--- src/shared/sbrg_map.vh ---
`ifndef SBRG_MAP_VH
`define SBRG_MAP_VH

// ****************************************
// Register addresses (byte index)
// ****************************************
`define SBRG_ADDR_W 3
`define SBRG_OFF_BAUD_CONTROL 3'h0
`define SBRG_OFF_RX_STATUS 3'h1
`define SBRG_OFF_DIV_LOW 3'h2
`define SBRG_OFF_DIV_HIGH 3'h3
`define SBRG_OFF_TX_STATUS 3'h4

// ****************************************
// Field positions
// ****************************************
`define SBRG_BAUD_RX_IDLE_BIT 6
`define SBRG_BAUD_WIDE_BIT 3
`define SBRG_BAUD_WRITE_MASK 8'h9B
`define SBRG_TX_SYNC_BIT 4
`define SBRG_TX_HIGH_SPEED_BIT 2
`define SBRG_TX_WRITE_MASK 8'hFD
`define SBRG_TX_SHIFT_EMPTY_BIT 1

// ****************************************
// Reset values
// ****************************************
`define SBRG_RST_BAUD_CONTROL 8'h00
`define SBRG_RST_RX_STATUS 8'h00
`define SBRG_RST_DIV 8'h00
`define SBRG_RST_TX_STATUS 8'h00

// ****************************************
// Clock multipliers as prescale counts
// ****************************************
`define SBRG_PRE_W 6
`define SBRG_PRE_64 6'h3F
`define SBRG_PRE_16 6'h0F
`define SBRG_PRE_4 6'h03

`endif

--- src/verilog/sbrg_down_counter.v ---
`timescale 1ns/1ps
`include "sbrg_map.vh"

// Reloading down counter: pulses tick for one cycle when it passes zero
module sbrg_down_counter #(
	parameter WIDTH = 16
) (
	// Clock and reset
	input wire mclk,
	input wire rst,
	// Control
	input wire clear,
	input wire enable,
	input wire [WIDTH-1:0] reload,
	// Result
	output wire tick
);
	reg [WIDTH-1:0] count_reg;
	reg [WIDTH-1:0] count_next;

	assign tick = enable && !clear && (count_reg == {WIDTH{1'b0}});

	always @* begin
		count_next = count_reg;
		if (clear) begin
			count_next = reload;
		end else if (enable) begin
			if (count_reg == {WIDTH{1'b0}}) begin
				count_next = reload;
			end else begin
				count_next = count_reg - {{(WIDTH-1){1'b0}}, 1'b1};
			end
		end
	end

	always @(posedge mclk) begin
		if (rst) begin
			count_reg <= {WIDTH{1'b0}};
		end else begin
			count_reg <= count_next;
		end
	end
endmodule

--- src/verilog/sbrg_rate_timer.v ---
`timescale 1ns/1ps
`include "sbrg_map.vh"

// Notes on behaviour
// - One rate timer serves both asynchronous and synchronous operation.
// - After reset the timer uses only the low divisor byte (8-bit mode).
// - Wide-counter select set uses the full 16-bit divisor.
// - Timer runs continuously; its period comes from the divisor bytes.
// - Divisor n is high byte (15:8) joined with low byte (7:0).
// - Asynchronous multiplier depends on high-speed and wide-counter selects.
// - Synchronous mode ignores high-speed select.
// - Async, 8-bit, high-speed clear: tick rate is clock / (64*(n+1)).
// - Async, 16-bit, high-speed clear: tick rate is clock / (16*(n+1)).
// - Synchronous: tick rate is clock / (4*(n+1)).
// - Any divisor write clears the timer at once.
module sbrg_rate_timer #(
	parameter DIV_WIDTH = 16
) (
	// Clock and reset
	input wire mclk,
	input wire rst,
	// Register port
	input wire [`SBRG_ADDR_W-1:0] regAddr,
	input wire [7:0] regWrData,
	input wire regWrStrobe,
	input wire regRdStrobe,
	output reg [7:0] regRdData,
	// Status from the shift logic
	input wire receiverIdleFlag,
	input wire shiftEmpty,
	// Rate outputs to the shift logic
	output wire rateTick,
	output wire syncMode,
	output wire wideCounterSelect,
	output wire highSpeedSelect
);
	// ****************************************
	// Registers
	// ****************************************
	reg [7:0] baudControl_reg;
	reg [7:0] baudControl_next;
	reg [7:0] rxStatus_reg;
	reg [7:0] rxStatus_next;
	reg [7:0] divLow_reg;
	reg [7:0] divLow_next;
	reg [7:0] divHigh_reg;
	reg [7:0] divHigh_next;
	reg [7:0] txStatus_reg;
	reg [7:0] txStatus_next;
	reg [7:0] regRdData_next;
	reg wrBaud;
	reg wrRx;
	reg wrLow;
	reg wrHigh;
	reg wrTx;

	// ****************************************
	// Write decode
	// ****************************************
	// Unmapped indices decode to nothing, so stray writes are dropped
	always @* begin
		wrBaud = 1'b0;
		wrRx = 1'b0;
		wrLow = 1'b0;
		wrHigh = 1'b0;
		wrTx = 1'b0;
		if (regWrStrobe) begin
			case (regAddr)
				`SBRG_OFF_BAUD_CONTROL: begin
					wrBaud = 1'b1;
				end
				`SBRG_OFF_RX_STATUS: begin
					wrRx = 1'b1;
				end
				`SBRG_OFF_DIV_LOW: begin
					wrLow = 1'b1;
				end
				`SBRG_OFF_DIV_HIGH: begin
					wrHigh = 1'b1;
				end
				`SBRG_OFF_TX_STATUS: begin
					wrTx = 1'b1;
				end
				default: begin
					wrBaud = 1'b0;
				end
			endcase
		end
	end

	// ****************************************
	// Register next values
	// ****************************************
	// The timer reloads from these, so a write counts from its own edge
	always @* begin
		baudControl_next = baudControl_reg;
		if (wrBaud) begin
			baudControl_next = regWrData & `SBRG_BAUD_WRITE_MASK;
		end
	end

	always @* begin
		rxStatus_next = rxStatus_reg;
		if (wrRx) begin
			rxStatus_next = regWrData;
		end
	end

	always @* begin
		divLow_next = divLow_reg;
		if (wrLow) begin
			divLow_next = regWrData;
		end
	end

	always @* begin
		divHigh_next = divHigh_reg;
		if (wrHigh) begin
			divHigh_next = regWrData;
		end
	end

	always @* begin
		txStatus_next = txStatus_reg;
		if (wrTx) begin
			txStatus_next = regWrData & `SBRG_TX_WRITE_MASK;
		end
	end

	// ****************************************
	// Register storage
	// ****************************************
	// Reset lands in 8-bit asynchronous mode with a zero divisor
	always @(posedge mclk) begin
		if (rst) begin
			baudControl_reg <= `SBRG_RST_BAUD_CONTROL;
		end else begin
			baudControl_reg <= baudControl_next;
		end
	end

	always @(posedge mclk) begin
		if (rst) begin
			rxStatus_reg <= `SBRG_RST_RX_STATUS;
		end else begin
			rxStatus_reg <= rxStatus_next;
		end
	end

	always @(posedge mclk) begin
		if (rst) begin
			divLow_reg <= `SBRG_RST_DIV;
		end else begin
			divLow_reg <= divLow_next;
		end
	end

	always @(posedge mclk) begin
		if (rst) begin
			divHigh_reg <= `SBRG_RST_DIV;
		end else begin
			divHigh_reg <= divHigh_next;
		end
	end

	always @(posedge mclk) begin
		if (rst) begin
			txStatus_reg <= `SBRG_RST_TX_STATUS;
		end else begin
			txStatus_reg <= txStatus_next;
		end
	end

	// ****************************************
	// Read port
	// ****************************************
	// Status bits are live inputs; stored copies of them would go stale
	always @* begin
		regRdData_next = 8'h00;
		case (regAddr)
			`SBRG_OFF_BAUD_CONTROL: begin
				regRdData_next = baudControl_reg;
				regRdData_next[`SBRG_BAUD_RX_IDLE_BIT] = receiverIdleFlag;
			end
			`SBRG_OFF_RX_STATUS: begin
				regRdData_next = rxStatus_reg;
			end
			`SBRG_OFF_DIV_LOW: begin
				regRdData_next = divLow_reg;
			end
			`SBRG_OFF_DIV_HIGH: begin
				regRdData_next = divHigh_reg;
			end
			`SBRG_OFF_TX_STATUS: begin
				regRdData_next = txStatus_reg;
				regRdData_next[`SBRG_TX_SHIFT_EMPTY_BIT] = shiftEmpty;
			end
			default: begin
				regRdData_next = 8'h00;
			end
		endcase
	end

	always @(posedge mclk) begin
		if (rst) begin
			regRdData <= 8'h00;
		end else if (regRdStrobe) begin
			regRdData <= regRdData_next;
		end else begin
			regRdData <= 8'h00;
		end
	end

	// ****************************************
	// Mode decode
	// ****************************************
	assign wideCounterSelect = baudControl_reg[`SBRG_BAUD_WIDE_BIT];
	assign highSpeedSelect = txStatus_reg[`SBRG_TX_HIGH_SPEED_BIT];
	assign syncMode = txStatus_reg[`SBRG_TX_SYNC_BIT];

	// ****************************************
	// Rate select
	// ****************************************
	// Next-cycle mode bits, so a mode write reloads with its own settings
	wire nextWide = baudControl_next[`SBRG_BAUD_WIDE_BIT];
	wire nextHighSpeed = txStatus_next[`SBRG_TX_HIGH_SPEED_BIT];
	wire nextSync = txStatus_next[`SBRG_TX_SYNC_BIT];

	// Narrow mode ignores the high byte, which stays readable
	wire [15:0] divisorFull = {divHigh_next, divLow_next};
	wire [DIV_WIDTH-1:0] divisor = nextWide ? divisorFull[DIV_WIDTH-1:0]
		: {{(DIV_WIDTH-8){1'b0}}, divLow_next};

	reg [`SBRG_PRE_W-1:0] preReload;

	// Multiplier of one bit period, minus one
	always @* begin
		preReload = `SBRG_PRE_64;
		case ({nextSync, nextWide, nextHighSpeed})
			3'b000: begin
				preReload = `SBRG_PRE_64;
			end
			3'b001: begin
				preReload = `SBRG_PRE_16;
			end
			3'b010: begin
				preReload = `SBRG_PRE_16;
			end
			3'b011: begin
				preReload = `SBRG_PRE_4;
			end
			3'b100: begin
				preReload = `SBRG_PRE_4;
			end
			3'b101: begin
				preReload = `SBRG_PRE_4;
			end
			3'b110: begin
				preReload = `SBRG_PRE_4;
			end
			3'b111: begin
				preReload = `SBRG_PRE_4;
			end
			default: begin
				preReload = `SBRG_PRE_64;
			end
		endcase
	end

	// ****************************************
	// Timer chain
	// ****************************************
	// One timer for both modes, free running; any divisor write restarts it
	wire divWrite = wrLow || wrHigh;
	// A mode change also restarts the chain so no stale long count lingers
	wire modeWrite = wrBaud || wrTx;
	// Restart loads on the write edge itself, from the values being written;
	// the first tick then follows that edge by one full bit period
	wire restart = divWrite || modeWrite;
	wire preTick;

	sbrg_down_counter #(
		.WIDTH(`SBRG_PRE_W)
	) prescaler (
		.mclk(mclk),
		.rst(rst),
		.clear(restart),
		.enable(1'b1),
		.reload(preReload),
		.tick(preTick)
	);

	sbrg_down_counter #(
		.WIDTH(DIV_WIDTH)
	) divider (
		.mclk(mclk),
		.rst(rst),
		.clear(restart),
		.enable(preTick),
		.reload(divisor),
		.tick(rateTick)
	);
endmodule

--- config.mk ---
export PLATFORM = sky130hd
export DESIGN_NAME = sbrg_rate_timer
export DESIGN_NICKNAME = d
export VERILOG_FILES = /design/src/verilog/sbrg_down_counter.v /design/src/verilog/sbrg_rate_timer.v
export VERILOG_INCLUDE_DIRS = /design/src /design/src/shared
export SDC_FILE = /design/constraint.sdc
export NUM_CORES = 1
export LEC_CHECK = 0
export BUFFER_PORTS_ARGS = -buffer_cell sky130_fd_sc_hd__buf_2
export CAP_MARGIN = 20
export CORE_AREA = 2 2 102 104
export CTS_CLUSTER_SIZE = 30
export DETAILED_ROUTE_END_ITERATION = 6
export DIE_AREA = 0 0 104 106
export GPL_TIMING_DRIVEN = 0
export HOLD_SLACK_MARGIN = 0.02
export PLACE_DENSITY = 0.58
export SLEW_MARGIN = 20
export SYNTH_ARGS = -nofsm -noshare
export SYNTH_HDL_FRONTEND = slang
export SYNTH_HIERARCHICAL = 1
export SYNTH_SLANG_ARGS = --single-unit
--- constraint.sdc ---
create_clock -name mclk -period 4.2 [get_ports mclk]
set_clock_uncertainty 0.15 [all_clocks]
set_input_delay 0.42 -clock mclk [delete_from_list [all_inputs] [get_ports mclk]]
set_output_delay 0.42 -clock mclk [all_outputs]
set_load 0.005 [all_outputs]
# Yosys cells after proc, flatten, opt, wreduce, memory -nomap -nowiden
# Memory sizes are Yosys's and may differ from the RTL's.
# Index checks and enable logic that the tools add are counted.
[totals]
inputBits = 17
ff_bits = 66
rom_bits = 32
mem_count = 1
out_inout_bits = 12
elab_cells = 51
[classes]
n_bitwise = 1
reduce_logical = 12
addsub = 2
n_mux = 21
n_eq_ne = 4
[memory_table]
columns = ["name", "words", "word_bits", "rd", "rd_clocked_by_memory_dff", "wr", "line_no", "source"]
rows = [
  ["(no name shown)", 8, 4, 1, 0, 0, "sbrg_rate_timer.v:239", "case ({nextSync, nextWide, nextHighSpeed})"],
]
[ops]
columns = ["operator", "count"]
rows = [
  ["16-bit two-way mux", 4],
  ["8-bit one-hot mux with 5 select lines", 1],
  ["16-bit logical NOT", 1],
  ["8-bit two-way mux", 2],
  ["16-bit by 1-bit subtractor with 16-bit output, second input constant", 1],
  ["6-bit two-way mux", 2],
  ["1-bit two-way mux", 10],
  ["3-bit by 2-bit == test with 1-bit output, second input constant", 2],
  ["6-bit logical NOT", 1],
  ["6-bit by 1-bit subtractor with 6-bit output, second input constant", 1],
  ["5-bit two-way mux", 1],
  ["4-bit two-way mux", 1],
  ["3-bit by 1-bit == test with 1-bit output, second input constant", 1],
  ["3-bit == test, second input constant", 1],
  ["1-bit logical AND", 3],
  ["3-bit logical NOT", 1],
  ["1-bit logical OR", 3],
  ["2-bit nonzero test", 1],
  ["2-bit OR reduction", 1],
  ["1-bit logical NOT", 1],
  ["1-bit inverter", 1],
]

# Longest topological paths before layout
[depth]
depth_word = 9
ltp_mapped = 10
depth_no_buf = 8

# Hierarchy
# Netlist, hierarchy kept.
[modules_own_cells]
columns = ["module", "seq_area_each_um2", "n_inst", "area_per_inst_um2", "cells_per_inst"]
rows = [
  ["sbrg_rate_timer", 880.8, 1, 1911.8, 189],
  ["sbrg_down_counter (divider)", 320.3, 1, 1182.4, 144],
  ["sbrg_down_counter (prescaler)", 120.1, 1, 466.7, 57],
]

# Worst setup path after synthesis
# OpenSTA, ideal clock, no wires.
[synth_timing]
path_kind = "input to register"
startpoint = "in regAddr[1]"
endpoint = "reg divider.count_reg[8]"
t_required_ns = 3.916
setup_time_ns = 0.134
slack_ns = 1.399
t_arrival_ns = 2.517
path_stages = 10
path_buffers = 3
path_cell_list = "buf_6 -> clkbuf_1 -> a211oi_1 -> nor2b_1 -> and3_2 -> clkbuf_1 -> nor2_1 -> or4_4 -> o211ai_2 -> a31oi_1"
[synth_via]
elab_chain_cells = 8
word_cells_on_any_way = 24
classes_between = "eq/ne (3); mux (14); reduce/logical (7)"
[synth_lines]
columns = ["element", "line_no", "source"]
rows = [
  ["start: declaration", "sbrg_rate_timer.v:23", "input wire [`SBRG_ADDR_W-1:0] regAddr,"],
  ["3-bit by 2-bit == test with 1-bit output (tied with other cells)", "sbrg_rate_timer.v:68", "case (regAddr)"],
  ["1-bit two-way mux", "sbrg_rate_timer.v:68", ""],
  ["1-bit two-way mux", "sbrg_rate_timer.v:67", "if (regWrStrobe) begin"],
  ["1-bit logical OR, on equally long branches", "sbrg_rate_timer.v:274, sbrg_rate_timer.v:276", ""],
  ["1-bit logical OR (*)", "sbrg_rate_timer.v:279", "wire restart = divWrite || modeWrite;"],
  ["via restart", "sbrg_rate_timer.v:279", ""],
  ["1-bit logical NOT (*)", "sbrg_down_counter.v:21", "assign tick = enable && !clear && (count_reg == {WIDTH{1'b0}});"],
  ["1-bit logical AND (*)", "sbrg_down_counter.v:21", ""],
  ["via preTick", "sbrg_rate_timer.v:280", "wire preTick;"],
  ["2-bit nonzero test (no source line) (*)", "--", ""],
  ["end signal: assignment", "sbrg_down_counter.v:38", "count_reg <= {WIDTH{1'b0}};"],
  ["end signal: assignment", "sbrg_down_counter.v:40", "count_reg <= count_next;"],
  ["end: declaration", "sbrg_down_counter.v:18", "reg [WIDTH-1:0] count_reg;"],
]
# The timed path passes the listed nets; every way through them passes the cells marked *. The select of a mux whose other input is x is not followed.
# A chain may end at the register's enable or synchronous reset.

# Worst setup path after layout
[layout_timing]
startpoint = "in regAddr[1]"
endpoint = "reg divider.count_reg[9]"
# Same word-level chain as after synthesis.

==> results.md <==
* Vias per cell at roughly 5.4
* Final net count at approximately 460
* DR iter-0 viols at 270
* Mapped Avg Cell Area at roughly 9.1 um^2
* Most frequent cells in the layout: dfxtp_1 (66), nor2_1 (58), buf_2 (36), mux2i_1 (34), mux2_2 (16)
* First-pass GRT wire length at ~16 mm
* Worst hold path type: in -> reg
* Die height at around 110 um
* Status: finished clean
* Drt drc at 0
* Die footprint at 11,000 um^2
* Worst EP required at roughly 4300 ps
* Worst-Skew Late Latency at ~350 ps
* CTS H-tree depth at 3
* Worst VDD drop at approximately 0.15 mV
* CORE AREA at 10000 um^2
* Most used cell, CP: clkbuf_1
* Slew @ Worst Pin at ~870 ps
* FFs w/ async S/R, synth at 0
* CTS Sinks at 66
* IO Port Bufs at 28
* Num CTS Buffers at 9
* Detailed Place HPWL at about 6.8 mm
* Max reg flops at 16
* GRT overflow at 0
* Gr usage total at 0.175
* WL final at roughly 9.1 mm
* WL per Instance at approximately 16 um
* Synth warnings at 6
* Final Setup Violations at 0
* Area growth syn-to-layout at 16.0%
* Fin Setup TNS at 0 ps
* Largest family of logic cells by synthesized area: simple AND/OR/NAND/NOR gates
* Max incr delay on CP at around 800 ps
* Post-route clock period utilization at 0.821
* Vias at about 3,100
* Worst path arrival time at 3570 ps
* Yosys reg bits at 66
* GP Congestion at around 0.9
* Post-synth cell types at 70
* Drt first pass iters at 4
* Worst path buffer plus inverter count at 4
* RSZ-0062 raised after global routing: false
* Clock Tree Buf Depth at 2
* Synth Cell Area at roughly 3600 um^2
* Sequential area share after synthesis at 0.371
* Vias in the first global route at about 3,100
* Post_cts resized at 0
* Critical Path Sink Type: flip-flop
* Max cap viols at 0
* Share of cells above drive strength 1 at 0.202
* PwrDens at 479 nW/um^2
* Lkg Pwr at about 0.0016 uW
* CTS root buf: clkbuf_8
* Number of top-level pins at 29
* Wl on met1 at 4.25 mm
* Post-synthesis mux area share at 0.146
* Met3 wire len at around 470 um
* Met2 wire len at between 4 and 5 mm
* ANT cells at 0
* Fin crit period at 3450 ps
* CTS Hold Bufs at 0
* Fin. Hold Viols at 0
* Total power at around 2000 uW
* Post-synth EDFFs at 0
* Row cnt at 37
* Crit path cell chain: buf_2 > buf_6 > clkbuf_1 > a211oi_1 > nor2b_1 > and3_2 > clkbuf_1 > nor2_1 > o21ai_0 > a221oi_2
* XOR/XNOR share of the synthesized area at 0.00492
* Filler Cells Inserted at 998
* Initial antenna violation count at 0
* Largest net degree at the start of global routing at 14
* Adder-cell area share of the yosys netlist at 0.0141
* Largest fanout on the critical path at 10
* Final Slew Violations at 0
* Hold WS at ~220 ps
* Util after Layout at 0.413
* CP top delay family: compound AO/OA/AOI/OAI gates
* Compound-Gate Fraction of Synth Area at 0.171
* Post-CTS Setup Repair Bufs at 0
* DRT antenna net count at 0
* Worst-path clk slew at 80 ps
* Die width at between 100 and 150 um
* Mapped Cells at between 300 and 400
* Peak Freq at 0.290 GHz
* Setup crit start kind: primary input
* Slew HR at 0.417
* Simple-gate share of the synthesized area at 0.245
* Initial Util at 0.356
* CTS tree: done
* Critical-path top delay cell: a211oi_1
* Crit Path Category: in -> reg
* Top sig layer: met4
* Most common cell after layout, fill and taps aside: dfxtp_1
* Dominant synthesized flop cell: dfxtp_1
==> area by class of cell <==
type	count	area (um^2)	share of cell area
clock inverter	6	95.1	0.0230
tap	136	170	0.0412
timing repair buffer	28	140	0.0339
buffer	22	119	0.0288
clock buffer	10	138	0.0333
sequential	66	1320	0.320
multi-input combinational	297	2100	0.509
inverter	12	45.0	0.0109
==> power breakdown <==
part / switching, uW / internal, uW
Clock: 272 / 358
Combinational: 369 / 246
Sequential: 64.1 / 672
==> layer usage <==
metal | vias to the layer above | GRT usage
met3 | 15 | 0.0270
met1 | 1458 | 0.220
li1 | 1537 | -
met2 | 107 | 0.293
met4 | 0 | 0.0849
met5 | - | 0
==> synth_stat cells, types with 8 or more instances <==
cell type	count	area [um^2]
dfxtp_1	66	1320
mux2i_1	34	340
nand2_1	15	56.3
nor2_1	58	218
clkbuf_1	9	33.8
nor3_1	11	55.1
nor2b_1	14	87.6
mux2_2	16	180
a21oi_1	12	60.1
inv_1	12	45.0
buf_2	8	40.0
a22oi_1	14	105
==> logic make-up after synthesis <==
group / count (synthesis)
mux: 50
flops: 66
simple gates: 153
fa+ha+maj: 4
compound gates: 80
xor+xnor: 2
other cells: 1
buf+inv: 34
==> stage by stage <==
stage	worst slack, ps	cells	instance area [um^2]
global placement	477	561	3900
finish	753	577	4130
global route	542	577	4130
floorplan	1400	397	3590
CTS	794	577	4130
detailed placement	424	561	3900
==> worst paths after layout <==
| kind | slack (ps) | to | from | cells past startpoint |
|---|---|---|---|---|
| worst min register to register | 330 | regRdData[5]$_SDFF_PP0_ | txStatus_reg[5]$_SDFFE_PP0N_ | 2 |
| worst min-delay path | 220 | rxStatus_reg[1]$_SDFFE_PP0P_ | regWrData[1] | 3 |
| worst max register to register | 1020 | divider/count_reg[8]$_SDFFE_PP0P_ | prescaler/count_reg[0]$_SDFFE_PP0P_ | 9 |
| worst max-delay path | 750 | divider/count_reg[9]$_SDFFE_PP0P_ | regAddr[1] | 10 |
==> tightest hold or removal path, stage by stage <==
cell and delay, ps:
buf_2 120, mux2i_1 70, nor2_1 70
No activity file was read; power rests on OpenSTA's default activity.
